### src/inc/trip_pkg.sv
// Shared constants for the trip and annunciator logic: reading slots,
// setpoint slots and limits, annunciator cause bits and timing counts.
// Assumes a single 125 MHz system clock; readings are 0.1-unit integers.
package trip_pkg;

    // ------------------------------------------------------------------
    // Widths and counts
    // ------------------------------------------------------------------
    localparam int RW = 16;
    localparam int NRD = 12;
    localparam int NSP = 12;
    localparam int SP_SLOTS = 16;
    localparam int ANN_N = 16;
    localparam int NROD = 2;
    localparam int NPIN = 8;
    localparam int ACK_W = 28;

    typedef logic [RW-1:0] reading_t;
    typedef logic [3:0] sp_idx_t;

    // ------------------------------------------------------------------
    // Timing
    // ------------------------------------------------------------------
    localparam int CLK_KHZ = 125000;
    localparam int ACK_HOLD_MS = 2000;
    localparam int ACK_HOLD_CYCLES_DEF = ACK_HOLD_MS * CLK_KHZ;

    // ------------------------------------------------------------------
    // Reading slots (count rate in 0.1 cps, rates in 0.1 %/s, power in
    // 0.1 kW, percentages in 0.1 %, dose rates in 0.1 mR/hr)
    // ------------------------------------------------------------------
    localparam int RD_CR_COUNT = 0;
    localparam int RD_CR_RATE = 1;
    localparam int RD_LOG_RATE = 2;
    localparam int RD_LOG_KW = 3;
    localparam int RD_LOG_PCT = 4;
    localparam int RD_SAFE_KW = 5;
    localparam int RD_SAFE_PCT = 6;
    localparam int RD_LIN_PCT = 7;
    localparam int RD_POOL_RAD = 8;
    localparam int RD_POOL_BG2X = 9;
    localparam int RD_WATER_RAD = 10;
    localparam int RD_CONSOLE_RAD = 11;
    localparam reading_t RD_HIGH = 16'hFFFF;
    localparam reading_t RD_LIN_HIGH = 16'h7FFF;
    localparam reading_t RD_LOW = 16'h0000;

    // ------------------------------------------------------------------
    // Setpoint slots, their ceilings (also the reset values) and order
    // ------------------------------------------------------------------
    localparam int SP_CR_MIN = 0;
    localparam int SP_RATE_INH = 1;
    localparam int SP_RATE_SB = 2;
    localparam int SP_RATE_SCR = 3;
    localparam int SP_KW_SB = 4;
    localparam int SP_KW_SCR = 5;
    localparam int SP_PCT_SB = 6;
    localparam int SP_PCT_SCR = 7;
    localparam int SP_LIN_SB = 8;
    localparam int SP_LIN_SCR = 9;
    localparam int SP_RAD_POOL = 10;
    localparam int SP_RAD_SMALL = 11;
    localparam sp_idx_t SP_NONE = 4'hF;
    localparam reading_t SP_LIMIT [SP_SLOTS] = '{
        16'h0014, 16'h0042, 16'h0050, 16'h008C, 16'h006E, 16'h0078,
        16'h044C, 16'h04B0, 16'h044C, 16'h04B0, 16'h01F4, 16'h004B,
        16'h0000, 16'h0000, 16'h0000, 16'h0000};
    localparam sp_idx_t SP_LOWER [SP_SLOTS] = '{
        4'hF, 4'hF, 4'h1, 4'h2, 4'hF, 4'h4, 4'hF, 4'h6,
        4'hF, 4'h8, 4'hF, 4'hF, 4'hF, 4'hF, 4'hF, 4'hF};
    localparam sp_idx_t SP_UPPER [SP_SLOTS] = '{
        4'hF, 4'h2, 4'h3, 4'hF, 4'h5, 4'hF, 4'h7, 4'hF,
        4'h9, 4'hF, 4'hF, 4'hF, 4'hF, 4'hF, 4'hF, 4'hF};

    // ------------------------------------------------------------------
    // Pin slots and annunciator cause bits
    // ------------------------------------------------------------------
    localparam int P_SCR_CON = 0;
    localparam int P_SCR_HALL = 1;
    localparam int P_KEY_RUN = 2;
    localparam int P_KEY_SP = 3;
    localparam int P_ACK = 4;
    localparam int P_EVAC = 5;
    localparam int P_ROD = 6;
    localparam int A_CR_LOW = 0;
    localparam int A_RATE_INH = 1;
    localparam int A_CR_RATE_SB = 2;
    localparam int A_CR_RATE_SCR = 3;
    localparam int A_LOG_RATE_SB = 4;
    localparam int A_LOG_RATE_SCR = 5;
    localparam int A_LOG_PWR_SCR = 6;
    localparam int A_SAFE_SB = 7;
    localparam int A_SAFE_SCR = 8;
    localparam int A_LIN_SB = 9;
    localparam int A_LIN_ZERO = 10;
    localparam int A_LIN_SCR = 11;
    localparam int A_RAD_SCR = 12;
    localparam int A_MANUAL = 13;
    localparam int A_BAD = 14;
    localparam int A_KEY_OFF = 15;
    localparam logic [ANN_N-1:0] SCRAM_MASK = 16'hF968;
    localparam logic [ANN_N-1:0] SB_MASK = 16'h0694;
    localparam logic [ANN_N-1:0] INH_MASK = 16'h0003;

endpackage

### src/inc/setpoint_if.sv
// Carrier between the trip logic and its setpoint store.
// Assumes both ends run on the same system clock.
`timescale 1ns/10ps
interface setpoint_if;
    logic wr_req;
    trip_pkg::sp_idx_t wr_idx;
    trip_pkg::reading_t wr_val;
    logic key_ok;
    logic accepted;
    logic refused;
    logic [trip_pkg::NSP-1:0][trip_pkg::RW-1:0] sp;
    modport store (input wr_req, wr_idx, wr_val, key_ok, output accepted, refused, sp);
    modport user (output wr_req, wr_idx, wr_val, key_ok, input accepted, refused, sp);
endinterface

### src/rtl/pin_sync.sv
// Three-stage synchroniser for console pins, with agreement filter.
// Assumes inputs are asynchronous; output resets to zero (tripped sense).
`timescale 1ns/10ps
module pin_sync #(
    parameter int W = 8
) (
    input wire logic sys_clk,
    input wire logic reset,
    input wire logic [W-1:0] d,
    output logic [W-1:0] q
);
    logic [W-1:0] s1;
    logic [W-1:0] s2;
    logic [W-1:0] s3;

    always_ff @(posedge sys_clk) begin
        if (reset) begin
            s1 <= '0;
            s2 <= '0;
            s3 <= '0;
        end else begin
            s1 <= d;
            s2 <= s1;
            s3 <= s2;
        end
    end

    // A change is taken only once the second and third stages agree.
    for (genvar i = 0; i < W; i++) begin : g_bit
        always_ff @(posedge sys_clk) begin
            if (reset) begin
                q[i] <= 1'b0;
            end else if (s2[i] == s3[i]) begin
                q[i] <= s3[i];
            end
        end
    end
endmodule // pin_sync

### src/rtl/setpoint_store.sv
// Setpoint memory with key-gated, ceiling-checked writes.
// Assumes write requests come from logic on the system clock.
`timescale 1ns/10ps
module setpoint_store (
    input wire logic sys_clk,
    input wire logic reset,
    setpoint_if.store spi
);
    import trip_pkg::*;

    logic ok;
    sp_idx_t lo;
    sp_idx_t hi;

    always_comb begin
        lo = SP_LOWER[spi.wr_idx];
        hi = SP_UPPER[spi.wr_idx];
        ok = spi.key_ok && (int'(spi.wr_idx) < NSP) && (spi.wr_val <= SP_LIMIT[spi.wr_idx]);
        // A setback must stay below its scram, so ordering is kept on every write.
        if (lo != SP_NONE && spi.wr_val <= spi.sp[lo]) begin
            ok = 1'b0;
        end
        if (hi != SP_NONE && spi.wr_val >= spi.sp[hi]) begin
            ok = 1'b0;
        end
    end

    always_ff @(posedge sys_clk) begin
        if (reset) begin
            for (int i = 0; i < NSP; i++) begin
                spi.sp[i] <= SP_LIMIT[i];
            end
            spi.accepted <= 1'b0;
            spi.refused <= 1'b0;
        end else begin
            spi.accepted <= spi.wr_req && ok;
            spi.refused <= spi.wr_req && !ok;
            if (spi.wr_req && ok) begin
                spi.sp[spi.wr_idx] <= spi.wr_val;
            end
        end
    end

    key_gate_a: assert property (@(posedge sys_clk) disable iff (reset)
        spi.wr_req && !spi.key_ok |=> spi.refused && $stable(spi.sp))
        else $error("setpoint changed without key");
    ceiling_a: assert property (@(posedge sys_clk) disable iff (reset)
        spi.wr_req && spi.wr_val > SP_LIMIT[spi.wr_idx] |=> spi.refused && !spi.accepted)
        else $error("setpoint above ceiling accepted");
endmodule // setpoint_store

### src/rtl/trip_annunciator_logic.sv
// Protective trip, setback, inhibit and annunciator logic.
// Assumes channel readings and quality flags arrive on sys_clk; console
// pins are asynchronous; scram and key pins are closed-circuit (high means healthy).
`timescale 1ns/10ps

module trip_annunciator_logic #(
    parameter int unsigned ACK_HOLD_CYCLES = trip_pkg::ACK_HOLD_CYCLES_DEF
) (
    input wire logic sys_clk,
    input wire logic reset,
    input wire logic [trip_pkg::NRD-1:0][trip_pkg::RW-1:0] readings,
    input wire logic [trip_pkg::NRD-1:0] reading_good,
    input wire logic scram_console_ok,
    input wire logic scram_hallway_ok,
    input wire logic key_run,
    input wire logic key_setpoint,
    input wire logic ack_button,
    input wire logic evac_button,
    input wire logic [trip_pkg::NROD-1:0] rod_at_lower,
    input wire logic ann_test,
    input wire logic sp_wr_req,
    input wire trip_pkg::sp_idx_t sp_wr_idx,
    input wire trip_pkg::reading_t sp_wr_val,
    output logic sp_accepted,
    output logic sp_refused,
    output logic magnet_enable,
    output logic scram_latched,
    output logic setback_n,
    output logic inhibit_n,
    output logic alarm_sound,
    output logic [trip_pkg::ANN_N-1:0] panel_lamp,
    output logic [trip_pkg::ANN_N-1:0] ws_lamp,
    output logic evac_horn
);
    import trip_pkg::*;

    localparam logic [ACK_W-1:0] ACK_LAST = ACK_W'(ACK_HOLD_CYCLES - 1);

    logic [NPIN-1:0] pin_raw;
    logic [NPIN-1:0] pin_s;
    logic [NRD-1:0][RW-1:0] rd;
    logic [NSP-1:0][RW-1:0] sp;
    logic [ANN_N-1:0] cause;
    logic [ANN_N-1:0] cause_q;
    logic [ANN_N-1:0] cause_rise;
    logic [ANN_N-1:0] unack;
    logic [ACK_W-1:0] ack_cnt;
    logic ack_q;
    logic ack_rise;
    logic ack_held;
    logic rods_down;
    logic rearm;
    logic scram_now;
    logic lin_prev_pos;
    logic lin_zero;
    logic lin_cross;
    reading_t pool_sp;

    // ------------------------------------------------------------------
    // Console pins and setpoint store
    // ------------------------------------------------------------------
    assign pin_raw = {rod_at_lower, evac_button, ack_button, key_setpoint,
                      key_run, scram_hallway_ok, scram_console_ok};

    pin_sync #(.W(NPIN)) u_pin_sync (
        .sys_clk(sys_clk),
        .reset(reset),
        .d(pin_raw),
        .q(pin_s)
    );

    setpoint_if spi ();
    assign spi.wr_req = sp_wr_req;
    assign spi.wr_idx = sp_wr_idx;
    assign spi.wr_val = sp_wr_val;
    assign spi.key_ok = pin_s[P_KEY_SP];
    assign sp = spi.sp;
    assign sp_accepted = spi.accepted;
    assign sp_refused = spi.refused;

    setpoint_store u_setpoint_store (
        .sys_clk(sys_clk),
        .reset(reset),
        .spi(spi)
    );

    // ------------------------------------------------------------------
    // Conservative substitution of bad readings
    // ------------------------------------------------------------------
    // Count rate trips low, linear is signed, everything else trips high.
    for (genvar i = 0; i < NRD; i++) begin : g_rd
        if (i == RD_CR_COUNT) begin : g_low
            assign rd[i] = reading_good[i] ? readings[i] : RD_LOW;
        end else if (i == RD_LIN_PCT) begin : g_lin
            assign rd[i] = reading_good[i] ? readings[i] : RD_LIN_HIGH;
        end else begin : g_high
            assign rd[i] = reading_good[i] ? readings[i] : RD_HIGH;
        end
    end

    // ------------------------------------------------------------------
    // Zero-of-range crossing on the linear channel
    // ------------------------------------------------------------------
    assign lin_cross = reading_good[RD_LIN_PCT] && lin_prev_pos && $signed(rd[RD_LIN_PCT]) < 0;

    always_ff @(posedge sys_clk) begin
        if (reset) begin
            lin_prev_pos <= 1'b0;
            lin_zero <= 1'b0;
        end else begin
            lin_prev_pos <= $signed(rd[RD_LIN_PCT]) > 0;
            // The setback holds until the reading is back at or above zero.
            if (lin_cross) begin
                lin_zero <= 1'b1;
            end else if ($signed(rd[RD_LIN_PCT]) >= 0) begin
                lin_zero <= 1'b0;
            end
        end
    end

    // ------------------------------------------------------------------
    // Setpoint comparisons
    // ------------------------------------------------------------------
    assign pool_sp = (sp[SP_RAD_POOL] < rd[RD_POOL_BG2X]) ? sp[SP_RAD_POOL] : rd[RD_POOL_BG2X];

    always_comb begin
        cause = '0;
        cause[A_CR_LOW] = rd[RD_CR_COUNT] <= sp[SP_CR_MIN];
        cause[A_RATE_INH] = rd[RD_CR_RATE] >= sp[SP_RATE_INH]
                         || rd[RD_LOG_RATE] >= sp[SP_RATE_INH];
        cause[A_CR_RATE_SB] = rd[RD_CR_RATE] >= sp[SP_RATE_SB];
        cause[A_CR_RATE_SCR] = rd[RD_CR_RATE] >= sp[SP_RATE_SCR];
        cause[A_LOG_RATE_SB] = rd[RD_LOG_RATE] >= sp[SP_RATE_SB];
        cause[A_LOG_RATE_SCR] = rd[RD_LOG_RATE] >= sp[SP_RATE_SCR];
        cause[A_LOG_PWR_SCR] = rd[RD_LOG_KW] >= sp[SP_KW_SCR]
                            || rd[RD_LOG_PCT] >= sp[SP_PCT_SCR];
        cause[A_SAFE_SB] = rd[RD_SAFE_KW] >= sp[SP_KW_SB]
                        || rd[RD_SAFE_PCT] >= sp[SP_PCT_SB];
        cause[A_SAFE_SCR] = rd[RD_SAFE_KW] >= sp[SP_KW_SCR]
                         || rd[RD_SAFE_PCT] >= sp[SP_PCT_SCR];
        cause[A_LIN_SB] = $signed(rd[RD_LIN_PCT]) >= $signed(sp[SP_LIN_SB]);
        cause[A_LIN_ZERO] = lin_zero;
        cause[A_LIN_SCR] = $signed(rd[RD_LIN_PCT]) >= $signed(sp[SP_LIN_SCR]);
        cause[A_RAD_SCR] = rd[RD_POOL_RAD] >= pool_sp
                        || rd[RD_WATER_RAD] >= sp[SP_RAD_SMALL]
                        || rd[RD_CONSOLE_RAD] >= sp[SP_RAD_SMALL];
        cause[A_MANUAL] = !pin_s[P_SCR_CON] || !pin_s[P_SCR_HALL];
        cause[A_BAD] = !(&reading_good);
        cause[A_KEY_OFF] = !pin_s[P_KEY_RUN];
    end

    // ------------------------------------------------------------------
    // Magnet power chain and re-enable sequence
    // ------------------------------------------------------------------
    // Only the SCRAM_MASK causes feed the series chain; there is no mask or bypass input.
    assign scram_now = |(cause & SCRAM_MASK);
    assign ack_held = pin_s[P_ACK];
    assign rods_down = &pin_s[P_ROD +: NROD];
    assign rearm = ack_held && ack_cnt == ACK_LAST && rods_down && !scram_now;

    always_ff @(posedge sys_clk) begin
        if (reset) begin
            ack_cnt <= '0;
        end else if (!ack_held) begin
            ack_cnt <= '0;
        end else if (ack_cnt != ACK_LAST) begin
            ack_cnt <= ack_cnt + 1'b1;
        end
    end

    always_ff @(posedge sys_clk) begin
        if (reset) begin
            scram_latched <= 1'b1;
        end else if (scram_now) begin
            scram_latched <= 1'b1;
        end else if (rearm) begin
            scram_latched <= 1'b0;
        end
    end

    // Outputs sit low under reset so a dead block reads as tripped.
    always_ff @(posedge sys_clk) begin
        if (reset) begin
            magnet_enable <= 1'b0;
            setback_n <= 1'b0;
            inhibit_n <= 1'b0;
        end else begin
            magnet_enable <= !scram_latched && !scram_now;
            setback_n <= !(|(cause & SB_MASK));
            inhibit_n <= !(|(cause & (INH_MASK | SB_MASK | SCRAM_MASK)));
        end
    end

    // ------------------------------------------------------------------
    // Annunciator
    // ------------------------------------------------------------------
    assign cause_rise = cause & ~cause_q;
    assign ack_rise = ack_held && !ack_q;

    always_ff @(posedge sys_clk) begin
        if (reset) begin
            cause_q <= '0;
            ack_q <= 1'b0;
        end else begin
            cause_q <= cause;
            ack_q <= ack_held;
        end
    end

    // A new rise wins over an acknowledge in the same cycle.
    for (genvar i = 0; i < ANN_N; i++) begin : g_ann
        always_ff @(posedge sys_clk) begin
            if (reset) begin
                unack[i] <= 1'b0;
            end else if (cause_rise[i]) begin
                unack[i] <= 1'b1;
            end else if (ack_rise) begin
                unack[i] <= 1'b0;
            end
        end
    end

    always_ff @(posedge sys_clk) begin
        if (reset) begin
            panel_lamp <= '0;
            alarm_sound <= 1'b0;
            evac_horn <= 1'b0;
        end else begin
            panel_lamp <= ann_test ? '1 : (cause | unack);
            alarm_sound <= ann_test || (|cause_rise) || (|unack && !ack_rise);
            evac_horn <= pin_s[P_EVAC];
        end
    end

    assign ws_lamp = panel_lamp;

    // ------------------------------------------------------------------
    // Checks
    // ------------------------------------------------------------------
    scram_open_a: assert property (@(posedge sys_clk) disable iff (reset)
        scram_now |=> !magnet_enable)
        else $error("magnet power on during scram");
    rearm_hold_a: assert property (@(posedge sys_clk) disable iff (reset)
        $rose(magnet_enable) |-> $past(rearm, 2))
        else $error("magnet re-enabled without full acknowledge hold");
    rods_down_a: assert property (@(posedge sys_clk) disable iff (reset)
        $rose(magnet_enable) |-> $past(rods_down, 2))
        else $error("magnet re-enabled with a rod off its lower limit");
    latch_hold_a: assert property (@(posedge sys_clk) disable iff (reset)
        scram_latched && !rearm |=> scram_latched ##1 !magnet_enable)
        else $error("scram latch released early");
    lamp_hold_a: assert property (@(posedge sys_clk) disable iff (reset)
        cause != '0 |=> ((panel_lamp & $past(cause)) == $past(cause)))
        else $error("lamp dark while cause active");
    silence_a: assert property (@(posedge sys_clk) disable iff (reset)
        ack_rise && !ann_test && cause_rise == '0 |=> !alarm_sound)
        else $error("alarm not silenced by acknowledge");
    new_alarm_a: assert property (@(posedge sys_clk) disable iff (reset)
        cause_rise != '0 |=> alarm_sound)
        else $error("new cause did not sound alarm");
    lamp_test_a: assert property (@(posedge sys_clk) disable iff (reset)
        ann_test |=> alarm_sound && (&panel_lamp) && (&ws_lamp))
        else $error("test did not exercise panel");
    evac_horn_a: assert property (@(posedge sys_clk) disable iff (reset)
        pin_s[P_EVAC] |=> evac_horn)
        else $error("evacuation horn not driven");
    low_count_a: assert property (@(posedge sys_clk) disable iff (reset)
        rd[RD_CR_COUNT] <= sp[SP_CR_MIN] |=> !inhibit_n)
        else $error("withdrawal permitted at low count rate");
    setback_out_a: assert property (@(posedge sys_clk) disable iff (reset)
        rd[RD_SAFE_KW] >= sp[SP_KW_SB] |=> !setback_n)
        else $error("setback not asserted");
    bad_read_a: assert property (@(posedge sys_clk) disable iff (reset)
        !(&reading_good) |=> !magnet_enable ##1 scram_latched)
        else $error("bad reading did not scram");
    zero_cross_a: assert property (@(posedge sys_clk) disable iff (reset)
        lin_cross |=> lin_zero ##1 !setback_n)
        else $error("zero crossing missed");
endmodule // trip_annunciator_logic

### config.mk
export PLATFORM = sky130hd
export DESIGN_NAME = trip_annunciator_logic
export DESIGN_NICKNAME = d
export VERILOG_FILES = /design/src/inc/trip_pkg.sv /design/src/inc/setpoint_if.sv /design/src/rtl/pin_sync.sv /design/src/rtl/setpoint_store.sv /design/src/rtl/trip_annunciator_logic.sv
export SDC_FILE = /design/constraint.sdc
export NUM_CORES = 1
export LEC_CHECK = 0
export ABC_AREA = 1
export BUFFER_PORTS_ARGS = -buffer_cell sky130_fd_sc_hd__buf_4
export CAP_MARGIN = 20
export CORE_AREA = 8 8 176 345
export CTS_CLUSTER_DIAMETER = 100
export DETAILED_ROUTE_END_ITERATION = 10
export DIE_AREA = 0 0 184 353
export GPL_ROUTABILITY_DRIVEN = 0
export PLACE_DENSITY = 0.65
export SKIP_CTS_REPAIR_TIMING = 1
export SYNTH_ARGS = -nofsm -noshare
export SYNTH_HDL_FRONTEND = slang
export SYNTH_SLANG_ARGS = --single-unit
export TNS_END_PERCENT = 100
### constraint.sdc
create_clock -name sys_clk -period 6.5 [get_ports sys_clk]
set_clock_uncertainty 0.2 [all_clocks]
set_input_delay 1.3 -clock sys_clk [delete_from_list [all_inputs] [get_ports sys_clk]]
set_output_delay 1.3 -clock sys_clk [all_outputs]
set_load 0.01 [all_outputs]
## Word-level counts from Yosys, hierarchy flattened

Memories as Yosys holds them, arrays and structs flattened.
Cells that the tools add are included.

| storage, ports and cells | value |
|---|---|
| register bits | 311 |
| bits in read-only memories | 384 |
| bits of input ports | 236 |
| output and inout bits | 40 |
| memories | 3 |

Memory list:

| memory | depth | width | read ports | clocked after Yosys merged registers in | write ports | line | RTL |
|---|---|---|---|---|---|---|---|
| (name not given) | 16 | 16 | 1 | 0 | 0 | setpoint_store.sv:18 | `ok = spi.key_ok && (int'(spi.wr_idx) < NSP) && (spi.wr_val <= SP_LIMIT[spi.wr_idx]);` |
| (name not given) | 16 | 4 | 1 | 0 | 0 | setpoint_store.sv:16 | `lo = SP_LOWER[spi.wr_idx];` |
| (name not given) | 16 | 4 | 1 | 0 | 0 | setpoint_store.sv:17 | `hi = SP_UPPER[spi.wr_idx];` |

| operators by class | value |
|---|---|
| $add $sub $neg | 1 |
| order comparisons | 31 |
| eq/ne operators | 12 |
| mux-type cells | 48 |
| bitwise operators | 5 |
| reduce and logical (&&, ||, !) cells | 61 |

Operators by type and width:

| kind | number |
|---|---|
| $mux W16 | 19 |
| $ge A16 B16 Y1 | 18 |
| $bwmux W192 | 1 |
| $bmux W16 S4 | 2 |
| $demux W16 S4 | 1 |
| $le A16 B16 Y1 | 3 |
| $reduce_or A16 Y1 | 3 |
| $reduce_bool A2 Y1 | 17 |
| $add A28 B1 Y28 const B | 1 |
| $eq A28 B28 Y1 const B | 1 |
| $ne A28 B28 Y1 const B | 1 |
| $mux W1 | 21 |
| $and A16 B16 Y16 | 1 |
| $ge A16 B1 Y1 const B | 1 |
| $gt A16 B1 Y1 const B | 1 |
| $lt A16 B1 Y1 const B | 1 |
| $lt A16 B16 Y1 | 1 |
| $mux W4 | 4 |
| $not A16 Y16 | 1 |
| $or A16 B16 Y16 | 1 |
| $logic_and A1 B1 Y1 | 15 |
| $lt A4 B5 Y1 const B | 3 |
| $reduce_and A12 Y1 | 1 |
| $logic_not A1 Y1 | 11 |
| 13 further kinds | 29 |

## Depth between registers and ports, before layout

| depth | value |
|---|---|
| word-level depth | 12 |
| gate-level depth with buffers | 29 |
| mapped depth without buffers | 27 |

## Hierarchy

A second synthesis with hierarchy kept.

| second synthesis, totals | value |
|---|---|
| cells, all modules | 3,708 |
| area, all modules | 24,430.9 µm² |

Modules (own cells, without submodules):

| module | times used | cells each | area an instance (µm²) | sequential area each (µm²) |
|---|---|---|---|---|
| trip_annunciator_logic | 1 | 1,924 | 12,553.3 | 1,701.6 |
| setpoint_store | 1 | 1,676 | 10,906.7 | 3,883.7 |
| pin_sync | 1 | 108 | 970.9 | 640.6 |

## Worst setup path after synthesis

OpenSTA, ideal clock, no wires.

| timing | value |
|---|---|
| path kind | input -> register |
| from | in sp_wr_idx[1] |
| to | reg u_setpoint_store.spi.sp[162] |
| arrival time | 4.603 ns |
| data required time | 6.170 ns |
| slack | 1.567 ns |
| stages on the path | 29 |
| buffers on the path | 3 |
| cells stage by stage | inv_1 -> ha_1 -> inv_1 -> nor2_4 -> nor3_4 -> clkbuf_1 -> buf_1 -> a21oi_1 -> o21ai_0 -> nand3_1 -> nand3_1 -> o221ai_1 -> ha_1 -> inv_1 -> o21bai_1 -> nand2_1 -> nand2_1 -> nand2_1 -> nand2_1 -> nand2_1 -> nand2_1 -> nand2_1 -> nand2_1 -> nand3_1 -> nor2_2 -> buf_2 -> nand2_1 -> nand2_1 -> nand3_1 |

| on the way | value |
|---|---|
| cells in the longest elaborated chain, start to end | 11 |
| elaborated cells on any way between the ends | 33 |
| those cells by class | 6 x order compare; 2 x eq/ne; 15 x mux; 1 x bitwise; 6 x reduce/logical; 3 x memory |

Ends and longest elaborated chain:

| item | line | RTL |
|---|---|---|
| start: declaration | trip_annunciator_logic.sv:22 | `input wire trip_pkg::sp_idx_t sp_wr_idx,` |
| $not A4 Y5 (not written as such) | setpoint_store.sv:16, setpoint_store.sv:17, setpoint_store.sv:18 |  |
| $mem_v2 Z16 W4 | n/a |  |
| $mux W4 (not written as such) (2 in a row) | setpoint_store.sv:16 |  |
| $bmux W16 S4 | setpoint_store.sv:20 | `if (lo != SP_NONE && spi.wr_val <= spi.sp[lo]) begin` |
| $mux W16 (not written as such) | setpoint_store.sv:20 |  |
| $le A16 B16 Y1 | setpoint_store.sv:20 |  |
| $logic_and A1 B1 Y1 | setpoint_store.sv:20 |  |
| $mux W1 | setpoint_store.sv:20 |  |
| $mux W1 | setpoint_store.sv:23 | `if (hi != SP_NONE && spi.wr_val >= spi.sp[hi]) begin` |
| $logic_and A1 B1 Y1 | setpoint_store.sv:38 | `if (spi.wr_req && ok) begin` |
| end signal: indexed assignment | setpoint_store.sv:31 | `spi.sp[i] <= SP_LIMIT[i];` |
| end signal: indexed assignment | setpoint_store.sv:39 | `spi.sp[spi.wr_idx] <= spi.wr_val;` |
| end: declaration | setpoint_if.sv:12 | `modport store (input wr_req, wr_idx, wr_val, key_ok, output accepted, refused, sp);` |

Parallel ways exist; a longest one is shown, timed or not. The select of a mux whose other input is x is not followed.
A chain may end at the register's enable or synchronous reset.

## Worst setup path after layout

| timing | value |
|---|---|
| from | in sp_wr_idx[1] |
| to | reg u_setpoint_store.spi.sp[42] |

The elaborated chain is that of the path after synthesis.

==> impl_metrics.tcl <==
set metrics [dict create \
    status "finished clean" \
    cts_tree "built" \
    synth.avg_cell_area_um2 6.64 \
    io_pins 276 \
    ys_types 47 \
    maxCapViolCount 0 \
    gr-total-overflow 0 \
    rsz0062_at_grt "false" \
    vdd_drop_max_v 0.000220 \
    yosysSeqAreaShare 0.254 \
    final_hold_viol_count 0 \
    syn-num-nets 4281 \
    num_vias 26039 \
    clkTransAtPathRegs_ns 0.08 \
    synth_top_family_by_area "simple AND/OR/NAND/NOR gates" \
    synth-simple-area-share 0.315 \
    synthAdderAreaFrac 0.180 \
    fin_cells 4653 \
    drive_gt1_frac 0.144 \
    min_path_type "reg -> reg" \
    drt_wl_total_um 104000 \
    n_antenna_cell 0 \
    hpwlAfterDp_um 80100 \
    clock_path_buffers 3 \
    cts_root_buf "clkbuf_16" \
    floorplan.initialDensity 0.437 \
    fillCellCount 5961 \
    synth-compound-area-share 0.146 \
    end_kind "flop" \
    insertion_delay_ns 0.61 \
    grt_pass1_wl_um 153000 \
    cp.arrival_ns 6.15 \
    antenna_found_initial 4 \
    critPathLaunchType "input pin" \
    area_delta_synth_final_pct 15.0 \
    floorplan.die.width_um 184 \
    powerDensity_nw_per_um2 165 \
    utilization 0.503 \
    numCtsBuffers 28 \
    setup_viol 0 \
    cts.sinks 311 \
    period_share 0.893 \
    firstDrtPassIters 6 \
    ys.flop_type "dfxtp_1" \
    max-slew-margin-rel 0.416 \
    drtIter0Drc 2418 \
    synthMuxAreaShare 0 \
    ys.warnings.count 0 \
    path_class "in -> reg" \
    seqCellArea_um2 6230 \
    tightest_slew_ns 0.876 \
    grt_max_degree 92 \
    power.leakage_nw 12.9 \
    grt_pass1_vias 25521 \
    hold-worst-slack_ns 0.200 \
    finalCriticalPeriod_ns 5.81 \
    critPathRequiredTime_ns 6.85 \
    rows 123 \
    die_h_um 353 \
    syn_area_um2 24500 \
    finalMaxSlewViolations 0 \
    ys_seq_elements 311 \
    fmax_ghz 0.172 \
    htree_levels 1 \
    cp_max_fo 40 \
    dieArea_um2 65000 \
    async_flop_share 0 \
    portBuffers 275 \
    synth_edf_count 0 \
    vias_per_cell 5.60 \
    wl_per_cell_um 22.4 \
    placed_cells 4603 \
    fin_nets 4472 \
    fin_setup_tns_ns 0 \
    ant_nets 0 \
    multi_input_area_um2 15800 \
    grtUsageTotal 0.312 \
    core-area_um2 56000 \
    drc 0 \
    yosys.area_share.xor_xnor 0.00179 \
    synth_cells 3692 \
]
-- report_power, final --
part	switching, W	internal [W]
Combinational	0.000575	0.000363
Sequential	0.0000156	0.00193
Clock	0.000823	0.000944
-- per-layer routing --
layer  wire length, um  global-route usage  vias up
li1                  -                   -    12515
met5                45                   0        -
met4             11500               0.285        8
met2             48300               0.523     1293
met1             34800               0.311    11692
met3              9440              0.0813      531
-- cell usage after synthesis (2+ instances only) --
cell type | count | share of area
a211oi_1 | 2 | 0.00061
a21o_1 | 7 | 0.0021
a21oi_1 | 289 | 0.059
a31oi_1 | 19 | 0.0048
buf_1 | 17 | 0.0026
buf_2 | 13 | 0.0027
buf_4 | 16 | 0.0049
buf_6 | 9 | 0.0041
clkbuf_1 | 109 | 0.017
clkinv_1 | 2 | 0.00031
dfxtp_1 | 311 | 0.25
ha_1 | 353 | 0.18
inv_1 | 458 | 0.070
inv_2 | 7 | 0.0011
nand2_1 | 714 | 0.11
nand2_2 | 3 | 0.00077
nand3_1 | 272 | 0.056
nand3b_1 | 2 | 0.00061
nand4_1 | 40 | 0.010
nor2_1 | 419 | 0.064
nor2_2 | 4 | 0.0010
nor2_4 | 3 | 0.0014
nor2_8 | 7 | 0.0057
nor3_1 | 94 | 0.019
nor4_1 | 17 | 0.0043
o211ai_1 | 50 | 0.015
o21a_1 | 14 | 0.0043
o21ai_0 | 227 | 0.046
o21ai_1 | 12 | 0.0025
o21bai_1 | 5 | 0.0015
o221ai_1 | 10 | 0.0036
o31ai_1 | 10 | 0.0031
or2_2 | 160 | 0.041
xor2_1 | 4 | 0.0014
-- through the flow --
step                      setup slack [ns]  total power [W]  instance area (um^2)
after floorplan                       1.57          0.00253                 24500
after global placement               0.627          0.00289                 27200
after detailed placement             0.581          0.00290                 27200
after CTS                             1.13          0.00463                 28200
after global routing                 0.528          0.00482                 28200
final                                0.693          0.00466                 28200
-- final timing paths --
path,startpoint,end,slack [ns],cells after the start
worst max-delay path,sp_wr_idx[1],u_setpoint_store.spi.sp[42]$_SDFFE_PP0P_,0.69,26
worst min-delay path,u_pin_sync.s1[5]$_SDFF_PP0_,u_pin_sync.s2[5]$_SDFF_PP0_,0.20,2
worst max register to register,u_setpoint_store.spi.sp[163]$_SDFFE_PP0P_,scram_latched$_SDFFE_PP1P_,1.93,23
worst min register to register,u_pin_sync.s1[5]$_SDFF_PP0_,u_pin_sync.s2[5]$_SDFF_PP0_,0.20,2
-- layout make-up --
type,count,share of cell area
clock buffer,35,0.0265
clock inverter,15,0.00684
inverter,467,0.0623
multi-input combinational,2749,0.560
sequential,311,0.221
tap,750,0.0333
timing repair buffer,326,0.0904
-- worst max-delay path: stages --
cell and delay, ns:
buf_4 0.11, inv_1 0.09, ha_1 0.21, inv_1 0.20, nor2_4 0.12, nor3_4 0.31
buf_4 0.43, a21oi_1 0.11, o21ai_0 0.16, nand3_1 0.22, nand3_1 0.39, o221ai_1 0.23
ha_1 0.33, nand2_1 0.05, inv_1 0.06, o21ai_0 0.10, a21oi_1 0.16, nor2_1 0.06
nand2_1 0.07, nand2_1 0.06, nand2_1 0.09, nand4_2 0.15, buf_12 0.21, nor2_2 0.63
nor2_1 0.13, nor2_1 0.14
-- kinds of logic after synthesis --
logic type / count (synthesis)
and+or+nand+nor: 1739
DFF: 311
xor gates and xnor gates: 5
adders and majority gates: 353
AOI/OAI and AO/OA: 652
buffers and inverters: 632
-- cells in the final DEF, fill, tap and decap left out, types with 94 or more instances in the layout --
cell type    n
a21oi_1    289
buf_4      318
dfxtp_1    311
ha_1       353
inv_1      457
nand2_1    714
nand3_1    271
nor2_1     418
nor3_1      94
o21ai_0    227
or2_2      160
-- registers in the layout (all words and copies together), names as in the netlist --
signal	count
cause_q	16
magnet_enable	1
u_pin_sync.q	8
lin_prev_pos	1
u_pin_sync.s1	8
evac_horn	1
inhibit_n	1
scram_latched	1
lin_zero	1
u_pin_sync.s3	8
u_pin_sync.s2	8
ack_q	1
u_setpoint_store.spi.refused	1
u_setpoint_store.spi.accepted	1
unack	16
panel_lamp	16
u_setpoint_store.spi.sp	192
setback_n	1
alarm_sound	1
ack_cnt	28
No activity file was read; power rests on OpenSTA's default activity.
